`config.mk`:
```
export PLATFORM = sky130hd
export DESIGN_NAME = rcs_run_cmd
export DESIGN_NICKNAME = d
export VERILOG_FILES = /design/src/rtl/rcs_pkg.sv /design/src/rtl/rcs_term_if.sv /design/src/rtl/rcs_term_decode.sv /design/src/rtl/rcs_run_cmd.sv
export SDC_FILE = /design/constraint.sdc
export NUM_CORES = 1
export LEC_CHECK = 0
export ABC_AREA = 1
export BUFFER_PORTS_ARGS = -buffer_cell sky130_fd_sc_hd__buf_2
export CAP_MARGIN = 15
export CORE_MARGIN = 8
export CORE_UTILIZATION = 40
export CTS_CLUSTER_SIZE = 28
export DETAILED_ROUTE_END_ITERATION = 7
export PLACE_DENSITY = 0.94
export SLEW_MARGIN = 30
export SYNTH_ARGS = -nofsm -noshare
export SYNTH_HDL_FRONTEND = slang
export SYNTH_SLANG_ARGS = --single-unit
export TNS_END_PERCENT = 100
```
`constraint.sdc`:
```
create_clock -name clock -period 2.5 [get_ports clock]
set_input_delay 0.75 -clock clock [delete_from_list [all_inputs] [get_ports clock]]
set_output_delay 0.75 -clock clock [all_outputs]
set_load 0.05 [all_outputs]
```
`src/rtl/rcs_pkg.sv`:
```
// package: settings codes, ranges and initial values for the run command source logic
package rcs_pkg;
  // ----------------------------------------------------------------
  // command source codes
  // ----------------------------------------------------------------
  localparam logic [1:0] SRC_KEYPAD      = 2'h0;
  localparam logic [1:0] SRC_TERM_FWDREV = 2'h1;
  localparam logic [1:0] SRC_TERM_RUNDIR = 2'h2;
  localparam logic [1:0] SRC_SERIAL      = 2'h3;
  localparam logic [1:0] SRC_DEFAULT     = 2'h1;

  // ----------------------------------------------------------------
  // terminal function codes and counts
  // ----------------------------------------------------------------
  localparam logic [4:0] FUNC_FWD_RUN    = 5'h00;
  localparam logic [4:0] FUNC_REV_RUN    = 5'h01;
  localparam logic [4:0] FUNC_MAX        = 5'h1b;
  localparam logic [4:0] TERM1_FUNC_INIT = 5'h00;
  localparam logic [4:0] TERM2_FUNC_INIT = 5'h01;
  localparam int         TERM_COUNT      = 5;
  localparam int         TERM_STD_COUNT  = 3;

  // ----------------------------------------------------------------
  // direction lock, keypad direction, restart options
  // ----------------------------------------------------------------
  localparam logic [1:0] LOCK_NONE       = 2'h0;
  localparam logic [1:0] LOCK_FWD        = 2'h1;
  localparam logic [1:0] LOCK_REV        = 2'h2;
  localparam logic [1:0] LOCK_INIT       = 2'h0;
  localparam logic       KEYDIR_FWD      = 1'h0;
  localparam logic       KEYDIR_REV      = 1'h1;
  localparam logic       AUTORUN_INIT    = 1'h0;
  localparam logic       RESTART_INIT    = 1'h0;

  // ----------------------------------------------------------------
  // serial link settings
  // ----------------------------------------------------------------
  localparam logic [7:0] STATION_MIN     = 8'h01;
  localparam logic [7:0] STATION_MAX     = 8'hfa;
  localparam logic [7:0] STATION_INIT    = 8'h01;
  localparam logic [1:0] PROTO_MAX       = 2'h1;
  localparam logic [1:0] PROTO_INIT      = 2'h0;
  localparam logic [2:0] SPEED_MAX       = 3'h4;
  localparam logic [2:0] SPEED_INIT      = 3'h3;

  // ----------------------------------------------------------------
  // drive state, one-hot
  // ----------------------------------------------------------------
  typedef enum logic [3:0] {
    ST_STOP = 4'h1,
    ST_FWD  = 4'h2,
    ST_REV  = 4'h4,
    ST_TRIP = 4'h8
  } rcs_state_t;

  // bounded-range check shared by the serial settings checks and the terminal function decode
  function automatic logic in_range8(input logic [7:0] v,
                                     input logic [7:0] lo,
                                     input logic [7:0] hi);
    return (v >= lo) && (v <= hi);
  endfunction
endpackage

```
`src/rtl/rcs_term_if.sv`:
```
// interface: terminal levels and functions in, decoded run commands out
`timescale 1ns/10ps
interface rcs_term_if;
  logic [4:0]      level;
  logic [4:0][4:0] func;
  logic            advanced;
  logic            fwd_cmd;
  logic            rev_cmd;
  modport dec  (input level, func, advanced, output fwd_cmd, rev_cmd);
  modport user (output level, func, advanced, input fwd_cmd, rev_cmd);
endinterface

```
`src/rtl/rcs_term_decode.sv`:
```
// module: maps multi-function terminals to forward and reverse run commands
`timescale 1ns/10ps
module rcs_term_decode (
  rcs_term_if.dec tif
);
  logic fwd_any;
  logic rev_any;

  // ----------------------------------------------------------------
  // terminal function decode
  // ----------------------------------------------------------------
  // function codes decode
  always_comb begin
    fwd_any = 1'b0;
    rev_any = 1'b0;
    for (int i = 0; i < rcs_pkg::TERM_COUNT; i++) begin
      // terminals above the third exist only on advanced models
      if ((i < rcs_pkg::TERM_STD_COUNT || tif.advanced) && tif.level[i] &&
          rcs_pkg::in_range8({3'h0, tif.func[i]}, 8'h00, {3'h0, rcs_pkg::FUNC_MAX})) begin
        if (tif.func[i] == rcs_pkg::FUNC_FWD_RUN) fwd_any = 1'b1;
        if (tif.func[i] == rcs_pkg::FUNC_REV_RUN) rev_any = 1'b1;
      end
    end
  end

  assign tif.fwd_cmd = fwd_any;
  assign tif.rev_cmd = rev_any;
endmodule // rcs_term_decode

```
`src/rtl/rcs_run_cmd.sv`:
```
// module: run command source selection, direction lock and restart control
`timescale 1ns/10ps
module rcs_run_cmd (
  input  wire logic       clock,
  input  wire logic       rstn,
  input  wire logic [1:0] command_source_select,
  input  wire logic       advanced_io,
  input  wire logic [4:0] input_terminal,
  input  wire logic [4:0] terminal1_function,
  input  wire logic [4:0] terminal2_function,
  input  wire logic [4:0] terminal3_function,
  input  wire logic [4:0] terminal4_function,
  input  wire logic [4:0] terminal5_function,
  input  wire logic       keypad_run_key,
  input  wire logic       keypad_stop_key,
  input  wire logic       keypad_direction,
  input  wire logic       serial_run,
  input  wire logic       serial_reverse,
  input  wire logic [7:0] station_number,
  input  wire logic [1:0] protocol_select,
  input  wire logic [2:0] speed_select,
  input  wire logic [1:0] direction_lock,
  input  wire logic       power_on_autorun,
  input  wire logic       trip_reset_restart,
  input  wire logic       fault_trip,
  input  wire logic       trip_reset_terminal,
  input  wire logic       trip_reset_keypad,
  output logic            motor_run_fwd,
  output logic            motor_run_rev,
  output logic            trip_latched,
  output logic            direction_blocked,
  output logic            serial_config_error
);
  rcs_term_if         tif ();
  rcs_pkg::rcs_state_t state_reg;
  rcs_pkg::rcs_state_t state_next;
  logic               first_reg;
  logic               armed_reg;
  logic               armed_next;
  logic               key_run_reg;
  logic               cfg_ok;
  logic               term_run;
  logic               req_run;
  logic               req_rev;
  logic               blocked;
  logic               trip_clear;

  // ----------------------------------------------------------------
  // terminal decoder
  // ----------------------------------------------------------------
  assign tif.level    = input_terminal;
  assign tif.func     = {terminal5_function, terminal4_function, terminal3_function,
                         terminal2_function, terminal1_function};
  assign tif.advanced = advanced_io;

  rcs_term_decode u_decode (
    .tif (tif.dec)
  );

  // ----------------------------------------------------------------
  // serial settings check
  // ----------------------------------------------------------------
  // serial settings range
  assign cfg_ok = rcs_pkg::in_range8(station_number, rcs_pkg::STATION_MIN,
                                     rcs_pkg::STATION_MAX) &&
                  rcs_pkg::in_range8({6'h00, protocol_select}, 8'h00,
                                     {6'h00, rcs_pkg::PROTO_MAX}) &&
                  rcs_pkg::in_range8({5'h00, speed_select}, 8'h00,
                                     {5'h00, rcs_pkg::SPEED_MAX});

  // ----------------------------------------------------------------
  // terminal run request, before the arming gate
  // ----------------------------------------------------------------
  always_comb begin
    term_run = 1'b0;
    if (command_source_select == rcs_pkg::SRC_TERM_FWDREV) term_run = tif.fwd_cmd ^ tif.rev_cmd;
    if (command_source_select == rcs_pkg::SRC_TERM_RUNDIR) term_run = tif.fwd_cmd;
  end

  // ----------------------------------------------------------------
  // source selection
  // ----------------------------------------------------------------
  always_comb begin
    req_run = 1'b0;
    req_rev = 1'b0;
    unique case (command_source_select)
      rcs_pkg::SRC_KEYPAD: begin
        req_run = key_run_reg;
        req_rev = (keypad_direction == rcs_pkg::KEYDIR_REV);
      end
      rcs_pkg::SRC_TERM_FWDREV: begin
        req_run = term_run && armed_reg;
        req_rev = tif.rev_cmd;
      end
      rcs_pkg::SRC_TERM_RUNDIR: begin
        req_run = term_run && armed_reg;
        req_rev = tif.rev_cmd;
      end
      rcs_pkg::SRC_SERIAL: begin
        req_run = advanced_io && cfg_ok && serial_run;
        req_rev = serial_reverse;
      end
    endcase
  end

  assign blocked = req_run &&
                   ((req_rev && direction_lock == rcs_pkg::LOCK_REV) ||
                    (!req_rev && direction_lock == rcs_pkg::LOCK_FWD));

  // ----------------------------------------------------------------
  // trip latch: a new fault beats a simultaneous reset
  // ----------------------------------------------------------------
  assign trip_clear = trip_latched && (trip_reset_terminal || trip_reset_keypad) && !fault_trip;

  always_ff @(posedge clock) begin
    if (!rstn) begin
      trip_latched <= 1'b0;
    end else if (fault_trip) begin
      trip_latched <= 1'b1;
    end else if (trip_clear) begin
      trip_latched <= 1'b0;
    end
  end

  // ----------------------------------------------------------------
  // keypad run latch; stop key wins for safety
  // ----------------------------------------------------------------
  always_ff @(posedge clock) begin
    if (!rstn) begin
      key_run_reg <= 1'b0;
    end else if (keypad_stop_key || fault_trip || trip_latched ||
                 command_source_select != rcs_pkg::SRC_KEYPAD) begin
      key_run_reg <= 1'b0;
    end else if (keypad_run_key) begin
      key_run_reg <= 1'b1;
    end
  end

  // ----------------------------------------------------------------
  // arming: a terminal run held through power-up or a trip needs a
  // fresh assertion unless the matching option allows the start
  // ----------------------------------------------------------------
  always_comb begin
    armed_next = armed_reg;
    if (!term_run) begin
      armed_next = 1'b1;
    end else if (first_reg) begin
      armed_next = power_on_autorun;
    end else if (fault_trip) begin
      armed_next = 1'b0;
    end else if (trip_clear) begin
      armed_next = trip_reset_restart;
    end
  end

  always_ff @(posedge clock) begin
    if (!rstn) begin
      armed_reg <= 1'b0;
      first_reg <= 1'b1;
    end else begin
      armed_reg <= armed_next;
      first_reg <= 1'b0;
    end
  end

  // ----------------------------------------------------------------
  // drive state
  // ----------------------------------------------------------------
  always_comb begin
    if (fault_trip || trip_latched) begin
      state_next = rcs_pkg::ST_TRIP;
    end else if (req_run && !blocked) begin
      state_next = req_rev ? rcs_pkg::ST_REV : rcs_pkg::ST_FWD;
    end else begin
      state_next = rcs_pkg::ST_STOP;
    end
  end

  // outputs registered together with the state so they never glitch
  always_ff @(posedge clock) begin
    if (!rstn) begin
      state_reg           <= rcs_pkg::ST_STOP;
      motor_run_fwd       <= 1'b0;
      motor_run_rev       <= 1'b0;
      direction_blocked   <= 1'b0;
      serial_config_error <= 1'b0;
    end else begin
      state_reg           <= state_next;
      motor_run_fwd       <= (state_next == rcs_pkg::ST_FWD);
      motor_run_rev       <= (state_next == rcs_pkg::ST_REV);
      direction_blocked   <= blocked;
      serial_config_error <= !cfg_ok;
    end
  end
endmodule // rcs_run_cmd

```
# ---- Word level (Yosys, flattened, before mapping)
# Index checks and enable logic that the tools add are counted.
dict set report classes {
  n_lt_le_gt_ge 9
  eq_ne 13
  muxes 34
  bitwise 2
  reduce_logical 39
}
# operator count
set ops {}
lappend ops {{1-bit 2-to-1 mux} 29}
lappend ops {{5-bit by 1-bit == test with 1-bit output, second input constant} 5}
lappend ops {{5-bit <= comparator, second input constant} 5}
lappend ops {{5-bit logical NOT} 5}
lappend ops {{1-bit logical AND} 19}
lappend ops {{8-bit by 1-bit greater-or-equal comparator with 1-bit output, second input constant} 1}
lappend ops {{8-bit <= comparator, second input constant} 1}
lappend ops {{2-bit == test, second input constant} 3}
lappend ops {{1-bit logical OR} 6}
lappend ops {{3-bit 2-to-1 mux} 2}
lappend ops {{1-bit one-hot mux with 3 select lines} 2}
lappend ops {{2-bit by 1-bit == test with 1-bit output, second input constant} 2}
lappend ops {{4-bit by 2-bit == test with 1-bit output, second input constant} 1}
lappend ops {{4-bit by 3-bit == test with 1-bit output, second input constant} 1}
lappend ops {{1-bit logical NOT} 4}
lappend ops {{4-bit 2-to-1 mux} 1}
lappend ops {{4-bit by 3-bit inequality test with 1-bit output, second input constant} 1}
lappend ops {{2-bit nonzero test} 2}
lappend ops {{2-bit OR reduction} 2}
lappend ops {{3-bit <= comparator, second input constant} 1}
lappend ops {{2-bit by 1-bit <= comparator with 1-bit output, second input constant} 1}
lappend ops {{2-bit logical NOT} 1}
lappend ops {{1-bit inverter} 1}
lappend ops {{1-bit bitwise XOR} 1}
dict set report totals {
  reg_bits 8
  inputBits 60
  out_inout_bits 5
  wordCells 105
}

# ---- Depth between registers and ports, before layout
# Gate-level depths: netlist of run 1.
dict set report logic_depth {
  word_depth 22
  depth_mapped 13
  depth_no_buf 13
}

# ---- By module
# Synthesis of run 1 repeated with hierarchy kept, for this count alone.
dict set report unflattened {
  hier_cells 145
  hier_area_um2 804.5
}
# mod n_inst cells_per_inst area_each_um2 seq_area_each_um2
set by_module_without_submodules {}
lappend by_module_without_submodules {rcs_run_cmd 1 90 559.3 160.2}
lappend by_module_without_submodules {rcs_term_decode 1 55 245.2 0.0}

# ---- Worst setup path before layout of run 1
# OpenSTA, ideal clock, no wires.
dict set report synth_path {
  path_kind {input to register}
  from {in command_source_select[0]}
  to {reg motor_run_rev}
  setup_ns 0.064
  t_arrival_ns 1.671
  required_time_ns 2.436
  setup_slack_ns 0.765
  stages 9
  n_path_buf 0
  path_cell_list {inv_1 -> ha_1 -> inv_1 -> or2_2 -> nand2_2 -> nand2_2 -> nand2_2 -> nand3_2 -> nor2_1}
}
dict set report synth_via {
  elab_chain_len 12
  word_cells_on_any_way 21
  classes_between {eq/ne: 4; mux: 7; reduce/logical: 10}
}
# element line
set synth_lines {}
lappend synth_lines {{from (decl)} rcs_run_cmd.sv:6} ;# input wire logic [1:0] command_source_select,
lappend synth_lines {{2-bit by 1-bit == test with 1-bit output or 2-bit == test (tied branches)} {rcs_run_cmd.sv:76, rcs_run_cmd.sv:86, rcs_run_cmd.sv:77}}
lappend synth_lines {{2-bit OR reduction (no source line)} --}
lappend synth_lines {{1-bit one-hot mux with 3 select lines} rcs_run_cmd.sv:86} ;# unique case (command_source_select)
lappend synth_lines {{1-bit logical NOT} rcs_run_cmd.sv:108} ;# (!req_rev && direction_lock == rcs_pkg::LOCK_FWD));
lappend synth_lines {{1-bit logical AND} rcs_run_cmd.sv:108}
lappend synth_lines {{1-bit logical OR} rcs_run_cmd.sv:107} ;# ((req_rev && direction_lock == rcs_pkg::LOCK_REV) ||
lappend synth_lines {{1-bit logical AND} rcs_run_cmd.sv:106} ;# assign blocked = req_run &&
lappend synth_lines {{1-bit logical NOT} rcs_run_cmd.sv:172} ;# end else if (req_run && !blocked) begin
lappend synth_lines {{1-bit logical AND} rcs_run_cmd.sv:172}
lappend synth_lines {{3-bit 2-to-1 mux (*)} rcs_run_cmd.sv:172}
lappend synth_lines {{4-bit 2-to-1 mux (*)} rcs_run_cmd.sv:170} ;# if (fault_trip || trip_latched) begin
lappend synth_lines {{4-bit by 3-bit == test with 1-bit output (*)} rcs_run_cmd.sv:190} ;# motor_run_rev <= (state_next == rcs_pkg::ST_REV);
lappend synth_lines {{to (signal assigned)} rcs_run_cmd.sv:190}
lappend synth_lines {{to (decl)} rcs_run_cmd.sv:29} ;# output logic motor_run_rev,
# Mark *: on every way between the ends. The rest lies on a longest branch, timed or not.
# A chain may end at the register's enable or synchronous reset.

# ---- Worst setup path after layout of run 1
dict set report layout_path {
  from {in command_source_select[0]}
  to {reg motor_run_fwd}
}
dict set report layout_via {
  elab_chain_len 12
  word_cells_on_any_way 21
  classes_between {eq/ne: 4; mux: 7; reduce/logical: 10}
}
# element line
set layout_lines {}
lappend layout_lines {{2-bit by 1-bit == test with 1-bit output or 2-bit == test (tied branches)} {rcs_run_cmd.sv:76, rcs_run_cmd.sv:86, rcs_run_cmd.sv:77}}
lappend layout_lines {{2-bit OR reduction (no source line)} --}
lappend layout_lines {{1-bit one-hot mux with 3 select lines} rcs_run_cmd.sv:86}
lappend layout_lines {{1-bit logical NOT} rcs_run_cmd.sv:108}
lappend layout_lines {{1-bit logical AND} rcs_run_cmd.sv:108}
lappend layout_lines {{1-bit logical OR} rcs_run_cmd.sv:107}
lappend layout_lines {{1-bit logical AND} rcs_run_cmd.sv:106}
lappend layout_lines {{1-bit logical NOT} rcs_run_cmd.sv:172}
lappend layout_lines {{1-bit logical AND} rcs_run_cmd.sv:172}
lappend layout_lines {{3-bit 2-to-1 mux (*)} rcs_run_cmd.sv:172}
lappend layout_lines {{4-bit 2-to-1 mux (*)} rcs_run_cmd.sv:170}
lappend layout_lines {{4-bit by 2-bit == test with 1-bit output (*)} rcs_run_cmd.sv:189} ;# motor_run_fwd <= (state_next == rcs_pkg::ST_FWD);
lappend layout_lines {{to (signal assigned)} rcs_run_cmd.sv:189}
lappend layout_lines {{to (decl)} rcs_run_cmd.sv:28} ;# output logic motor_run_fwd,
# Marked as above.

==> results of run 1 <==
==> metrics by stage <==
stage	setup slack [ns]	hold WS [ns]	utilization, %	instance area, sq um	instances
3_5_place_dp	0.495	0.501	59.2	1110	217
5_1_grt	0.655	0.550	60.4	1140	220
2_1_floorplan	0.765	0.472	-	764	127
6_report	0.765	0.503	60.4	1140	220
3_3_place_gp	0.565	0.487	59.2	1110	217
4_1_cts	0.763	0.509	60.4	1140	220
==> layout make-up <==
| cell class | count | share of cell area (%) |
|---|---|---|
| sequential | 8 | 14.1 |
| inverter | 19 | 6.28 |
| clock buffer | 3 | 1.98 |
| multi-input combinational | 100 | 46.9 |
| timing repair buffer | 63 | 27.8 |
| tap | 27 | 2.97 |
==> critical path, stage by stage <==
cell and delay, ns:
buf_2 0.12, inv_1 0.10, ha_1 0.21, inv_1 0.06, or2_2 0.31, nand2_2 0.09
nand2_2 0.05, nand2_2 0.07, nand3_2 0.08, nor2_1 0.10
==> final timing paths <==
| check | startpoint | end | slack, ns | depth (start not counted) |
|---|---|---|---|---|
| worst min-delay path | key_run_reg | key_run_reg | 0.50 | 2 |
| worst min register to register | key_run_reg | key_run_reg | 0.50 | 2 |
| worst max register to register | trip_latched | armed_reg | 1.42 | 5 |
| worst max-delay path | command_source_select[0] | motor_run_fwd | 0.76 | 10 |
==> per-layer routing <==
metal	wire (um)	up-vias
li1	-	541
met1	867	415
met2	1160	37
met3	189	2
met4	11	0
met5	0	-
==> layout by cell type, fill, tap and decap left out, drive strengths merged <==
| cell | count |
|---|---|
| a21o | 1 |
| a21oi | 1 |
| a31o | 1 |
| a41oi | 1 |
| buf | 63 |
| clkbuf | 3 |
| dfxtp | 8 |
| ha | 5 |
| inv | 19 |
| nand2 | 26 |
| nand3 | 14 |
| nand3b | 3 |
| nand4 | 3 |
| nor2 | 36 |
| nor4 | 2 |
| nor4b | 1 |
| o21ai | 3 |
| or2 | 3 |
==> power by group <==
part           switching [mW]  internal [mW]  leakage [nW]
sequential            0.00227          0.133        0.0659
clock                  0.0381         0.0545        0.0138
combinational          0.0676         0.0605         0.590
total                   0.108          0.248         0.670
==> logic make-up after synthesis <==
kind of cell	share of synthesized area [%]
buffers and inverters	9.33
and+or+nand+nor	55.6
DFF	20.9
adders and majority gates	8.18
AOI/OAI and AO/OA	5.89
==> summary.txt, run 1 <==
Pwr Total: 356 uW
clock tree from TritonCTS: done
sequential share of the synthesized area: 20.9%
leading area contributor after synthesis: dfxtp_1
first-pass GRT wire length: 3.65 mm
largest buffer count on any clock path: 2
WL per Instance: 10.1 um
top_reg_cell synth: dfxtp_1
post-synthesis area per instance: 6.02 sq um
FF+latch area: 160 sq um
IR drop worst, VDD: 0.000164 V
Port Buffer Count: 63
unrepaired setup endpoints after global routing: false
routability cong.: 0.768
final routed DRC violation total: 0
critical path required time: 2.68 ns
root buffer cell: clkbuf_4
WS Path Type: primary input to flop
largest net degree at the start of global routing: 6
filler instances: 209
dominant cells by area after synthesis: dfxtp_1, nor2_1, inv_1, nand2_1, ha_1
share of layout cells above drive strength 1: 42.5%
Core ar.: 1880 sq um
met3 Resource Use GR: 4.95%
final hold violations: 0
drt via density: 4.52
met1 usage: 13.5%
cells after synthesis: 127
area growth from synthesis to final layout: 48.6%
status: completed
fin crit period: 1.74 ns
CP arrival: 1.92 ns
initial core utilization: 40.6%
Worst-path clk slew: 0.05 ns
die outline width: 59.7 um
Power Density: 314 nW/um^2
ys async rst share: 0%
measured slew at the worst slew-check pin: 0.248 ns
min-delay worst type: flop to flop
num rows: 16
postcts setup bufs: 0
placed wire-length estimate: 2.05 mm
setup TNS: 0 ns
CTS sink cnt: 8
number of global-route vias before repair: 955
Multi-input gate area: 533 sq um
Fin Clk Skew: 0.000113 ns
clk_lat worst skew: 0.24 ns
setup violators final: 0
io pins: 65
critical path endpoint category: flop
gr usage total: 12.8%
leakage: 0.670 nW
Antenna Nets Post-Route: 0
Ys Warns: 0
H-Tree Depth: 1
GR peak layer: met2
drt initial violations: 18
cell area after synthesis: 764 sq um
startpoint types: primary input
die area: 3570 sq um
grt ovf: 0
vias: 995
initial antenna violation count: 0
number of synthesized flops with an enable pin: 0
share of the synthesized area in the top cell type: 20.9%
achievable frequency: 576 MHz
cts bufs inserted: 3
met2 Use GR: 22.5%
Final #Nets: 260
top cells by count, synth: nor2_1, inv_1, nand2_1
DR pass1 iterations: 4
Final period util: 69.4%
Slew HR: 83.3%
synthesized flop and latch total: 8
die span in y: 59.7 um
crit path max fanout: 3
CTS Hold Buffers Added: 0
n_diodes: 0
Post-Route WL: 2.23 mm
Slew Viols, Final: 0
Mapped Nets: 192
# resized after CTS: 0
max cap viols: 0
most common cell in the netlist: nor2_1
distinct cell type count after synthesis: 21
Power figures use the tool's default switching activity.
==> inputs of run 2 (changes only) <==
Settings changed: CORE_UTILIZATION 40 to 38, PLACE_DENSITY 0.94 to 0.91.
Clock period 2.5 ns to 1.6 ns, I/O delays scaled along.
==> summary.txt, run 2 (synthesized netlist as in run 1, its figures left out) <==
status: completed
critical path endpoint category: flop
min setup slack post-route: 0.149 ns (-0.616 ns)
final hold violations: 0 (unchanged)
DR pass1 iterations: 4 (unchanged)
area growth from synthesis to final layout: 52.5%
pre-CTS worst setup slack: -0.0898 ns (-0.585 ns)
setup violators final: 0 (unchanged)
postcts setup bufs: 0 (unchanged)
# resized after CTS: 0 (unchanged)
io pins: 65 (unchanged)
IR drop worst, VDD: 0.000234 V (+43%)
drt initial violations: 27 (+9)
vias: 997 (+0.20%)
achievable frequency: 689 MHz
CTS sink cnt: 8 (unchanged)
die span in y: 60.9 um (+1.9%)
Worst-path clk slew: 0.05 ns (about the same)
placed wire-length estimate: 2.08 mm (+1.1%)
die outline width: 60.9 um (+1.9%)
max cap viols: 0 (unchanged)
largest net degree at the start of global routing: 6 (unchanged)
Pwr Total: 568 uW (+59%)
grt ovf: 0 (unchanged)
fin crit period: 1.45 ns
clk_lat worst skew: 0.24 ns (about the same)
die area: 3700 sq um (+3.9%)
root buffer cell: clkbuf_4
Fin Clk Skew: 0.00143 ns (+0.00132 ns)
final routed DRC violation total: 0 (unchanged)
Slew Viols, Final: 0 (unchanged)
largest buffer count on any clock path: 2 (unchanged)
min-delay worst type: primary input to flop
first-pass GRT wire length: 3.57 mm (-2.1%)
cts bufs inserted: 3 (unchanged)
CP arrival: 1.63 ns (-0.29 ns)
filler instances: 207 (-0.96%)
drt via density: 4.45 (-1.6%)
H-Tree Depth: 1 (unchanged)
WS Path Type: primary input to flop
Post-Route WL: 2.23 mm (about the same)
clock tree from TritonCTS: done
gr usage total: 12.0% (-0.81 points)
n_diodes: 0 (unchanged)
leakage: 0.689 nW (+2.9%)
share of layout cells above drive strength 1: 43.7% (+1.2 points)
commonest non-fill, non-tap cell in the layout: buf_2
routability cong.: 0.707 (-7.9%)
crit path max fanout: 3 (unchanged)
Port Buffer Count: 63 (unchanged)
Antenna Nets Post-Route: 0 (unchanged)
initial antenna violation count: 0 (unchanged)
Slew HR: 83.4% (about the same)
commonest non-fill, non-tap cells in the layout: buf_2, nor2_1, inv_1, nand2_1, nand3_1
measured slew at the worst slew-check pin: 0.247 ns (-0.000970 ns)
WHS: 0.402 ns (-0.101 ns)
WL per Instance: 9.95 um (-1.8%)
Core ar.: 1920 sq um (+2.1%)
critical path required time: 1.78 ns (-0.90 ns)
CTS Hold Buffers Added: 0 (unchanged)
initial core utilization: 39.8% (-0.85 points)
Final period util: 90.7%
Final #Nets: 264 (+1.5%)
hold depth: 2 (unchanged)
number of global-route vias before repair: 982 (+2.8%)
startpoint types: primary input
path depth of the worst reg2reg path: 5 (unchanged)
num rows: 16 (unchanged)
Power Density: 487 nW/um^2 (+55%)
unrepaired setup endpoints after global routing: false
-- run 2: cell count changes in the layout (fill, tap and decap cells not counted), sizes merged --
cell / previous run / this run
buf: 63 / 67
-- run 2: layer usage --
metal | track usage, % | part of all wire, % | vias to the layer above
li1 | - | - | 547
met5 | 0 | 0 | -
met3 | 1.69 | 5.6 | 2
met2 | 23.2 | 54 | 30
met4 | 2.99 | 0.72 | 0
met1 | 12.9 | 40 | 418
-- run 2: final timing paths --
kind	start	to	slack, ns
worst max-delay path	command_source_select[0]	motor_run_fwd	0.15
worst min-delay path	keypad_stop_key	key_run_reg	0.40
worst max register to register	trip_latched	armed_reg	0.54
worst min register to register	key_run_reg	key_run_reg	0.51
-- run 2: cell type report --
class	instances	area (sq um)	area share, %
Multi-Input combinational cell	100	533	45.7
Clock buffer	3	22.5	1.93
Inverter	19	71.3	6.12
Sequential cell	8	160	13.7
Timing Repair Buffer	67	345	29.6
Tap cell	27	33.8	2.90
-- run 2: power breakdown --
part	total (mW)	switching (mW)	internal (mW)
Combinational	0.207	0.107	0.100
Clock	0.149	0.0636	0.0855
Sequential	0.211	0.00353	0.208
-- run 2: worst max-delay path, stage by stage --
cell	delay, ns
buf_2	0.11
inv_1	0.09
ha_1	0.20
inv_1	0.06
or2_2	0.31
nand2_2	0.09
nand2_2	0.05
nand2_2	0.07
nand3_2	0.08
nor2_1	0.09
-- run 2: metrics by stage --
| stage | util [%] | setup TNS [ns] | area, sq um | instances |
|---|---|---|---|---|
| after floorplan | - | 0 | 764 | 127 |
| after global placement | 59.5 | -0.0891 | 1140 | 221 |
| after detailed placement | 59.5 | -0.205 | 1140 | 221 |
| after CTS | 60.7 | 0 | 1170 | 224 |
| after global routing | 60.7 | 0 | 1170 | 224 |
| final | 60.7 | 0 | 1170 | 224 |
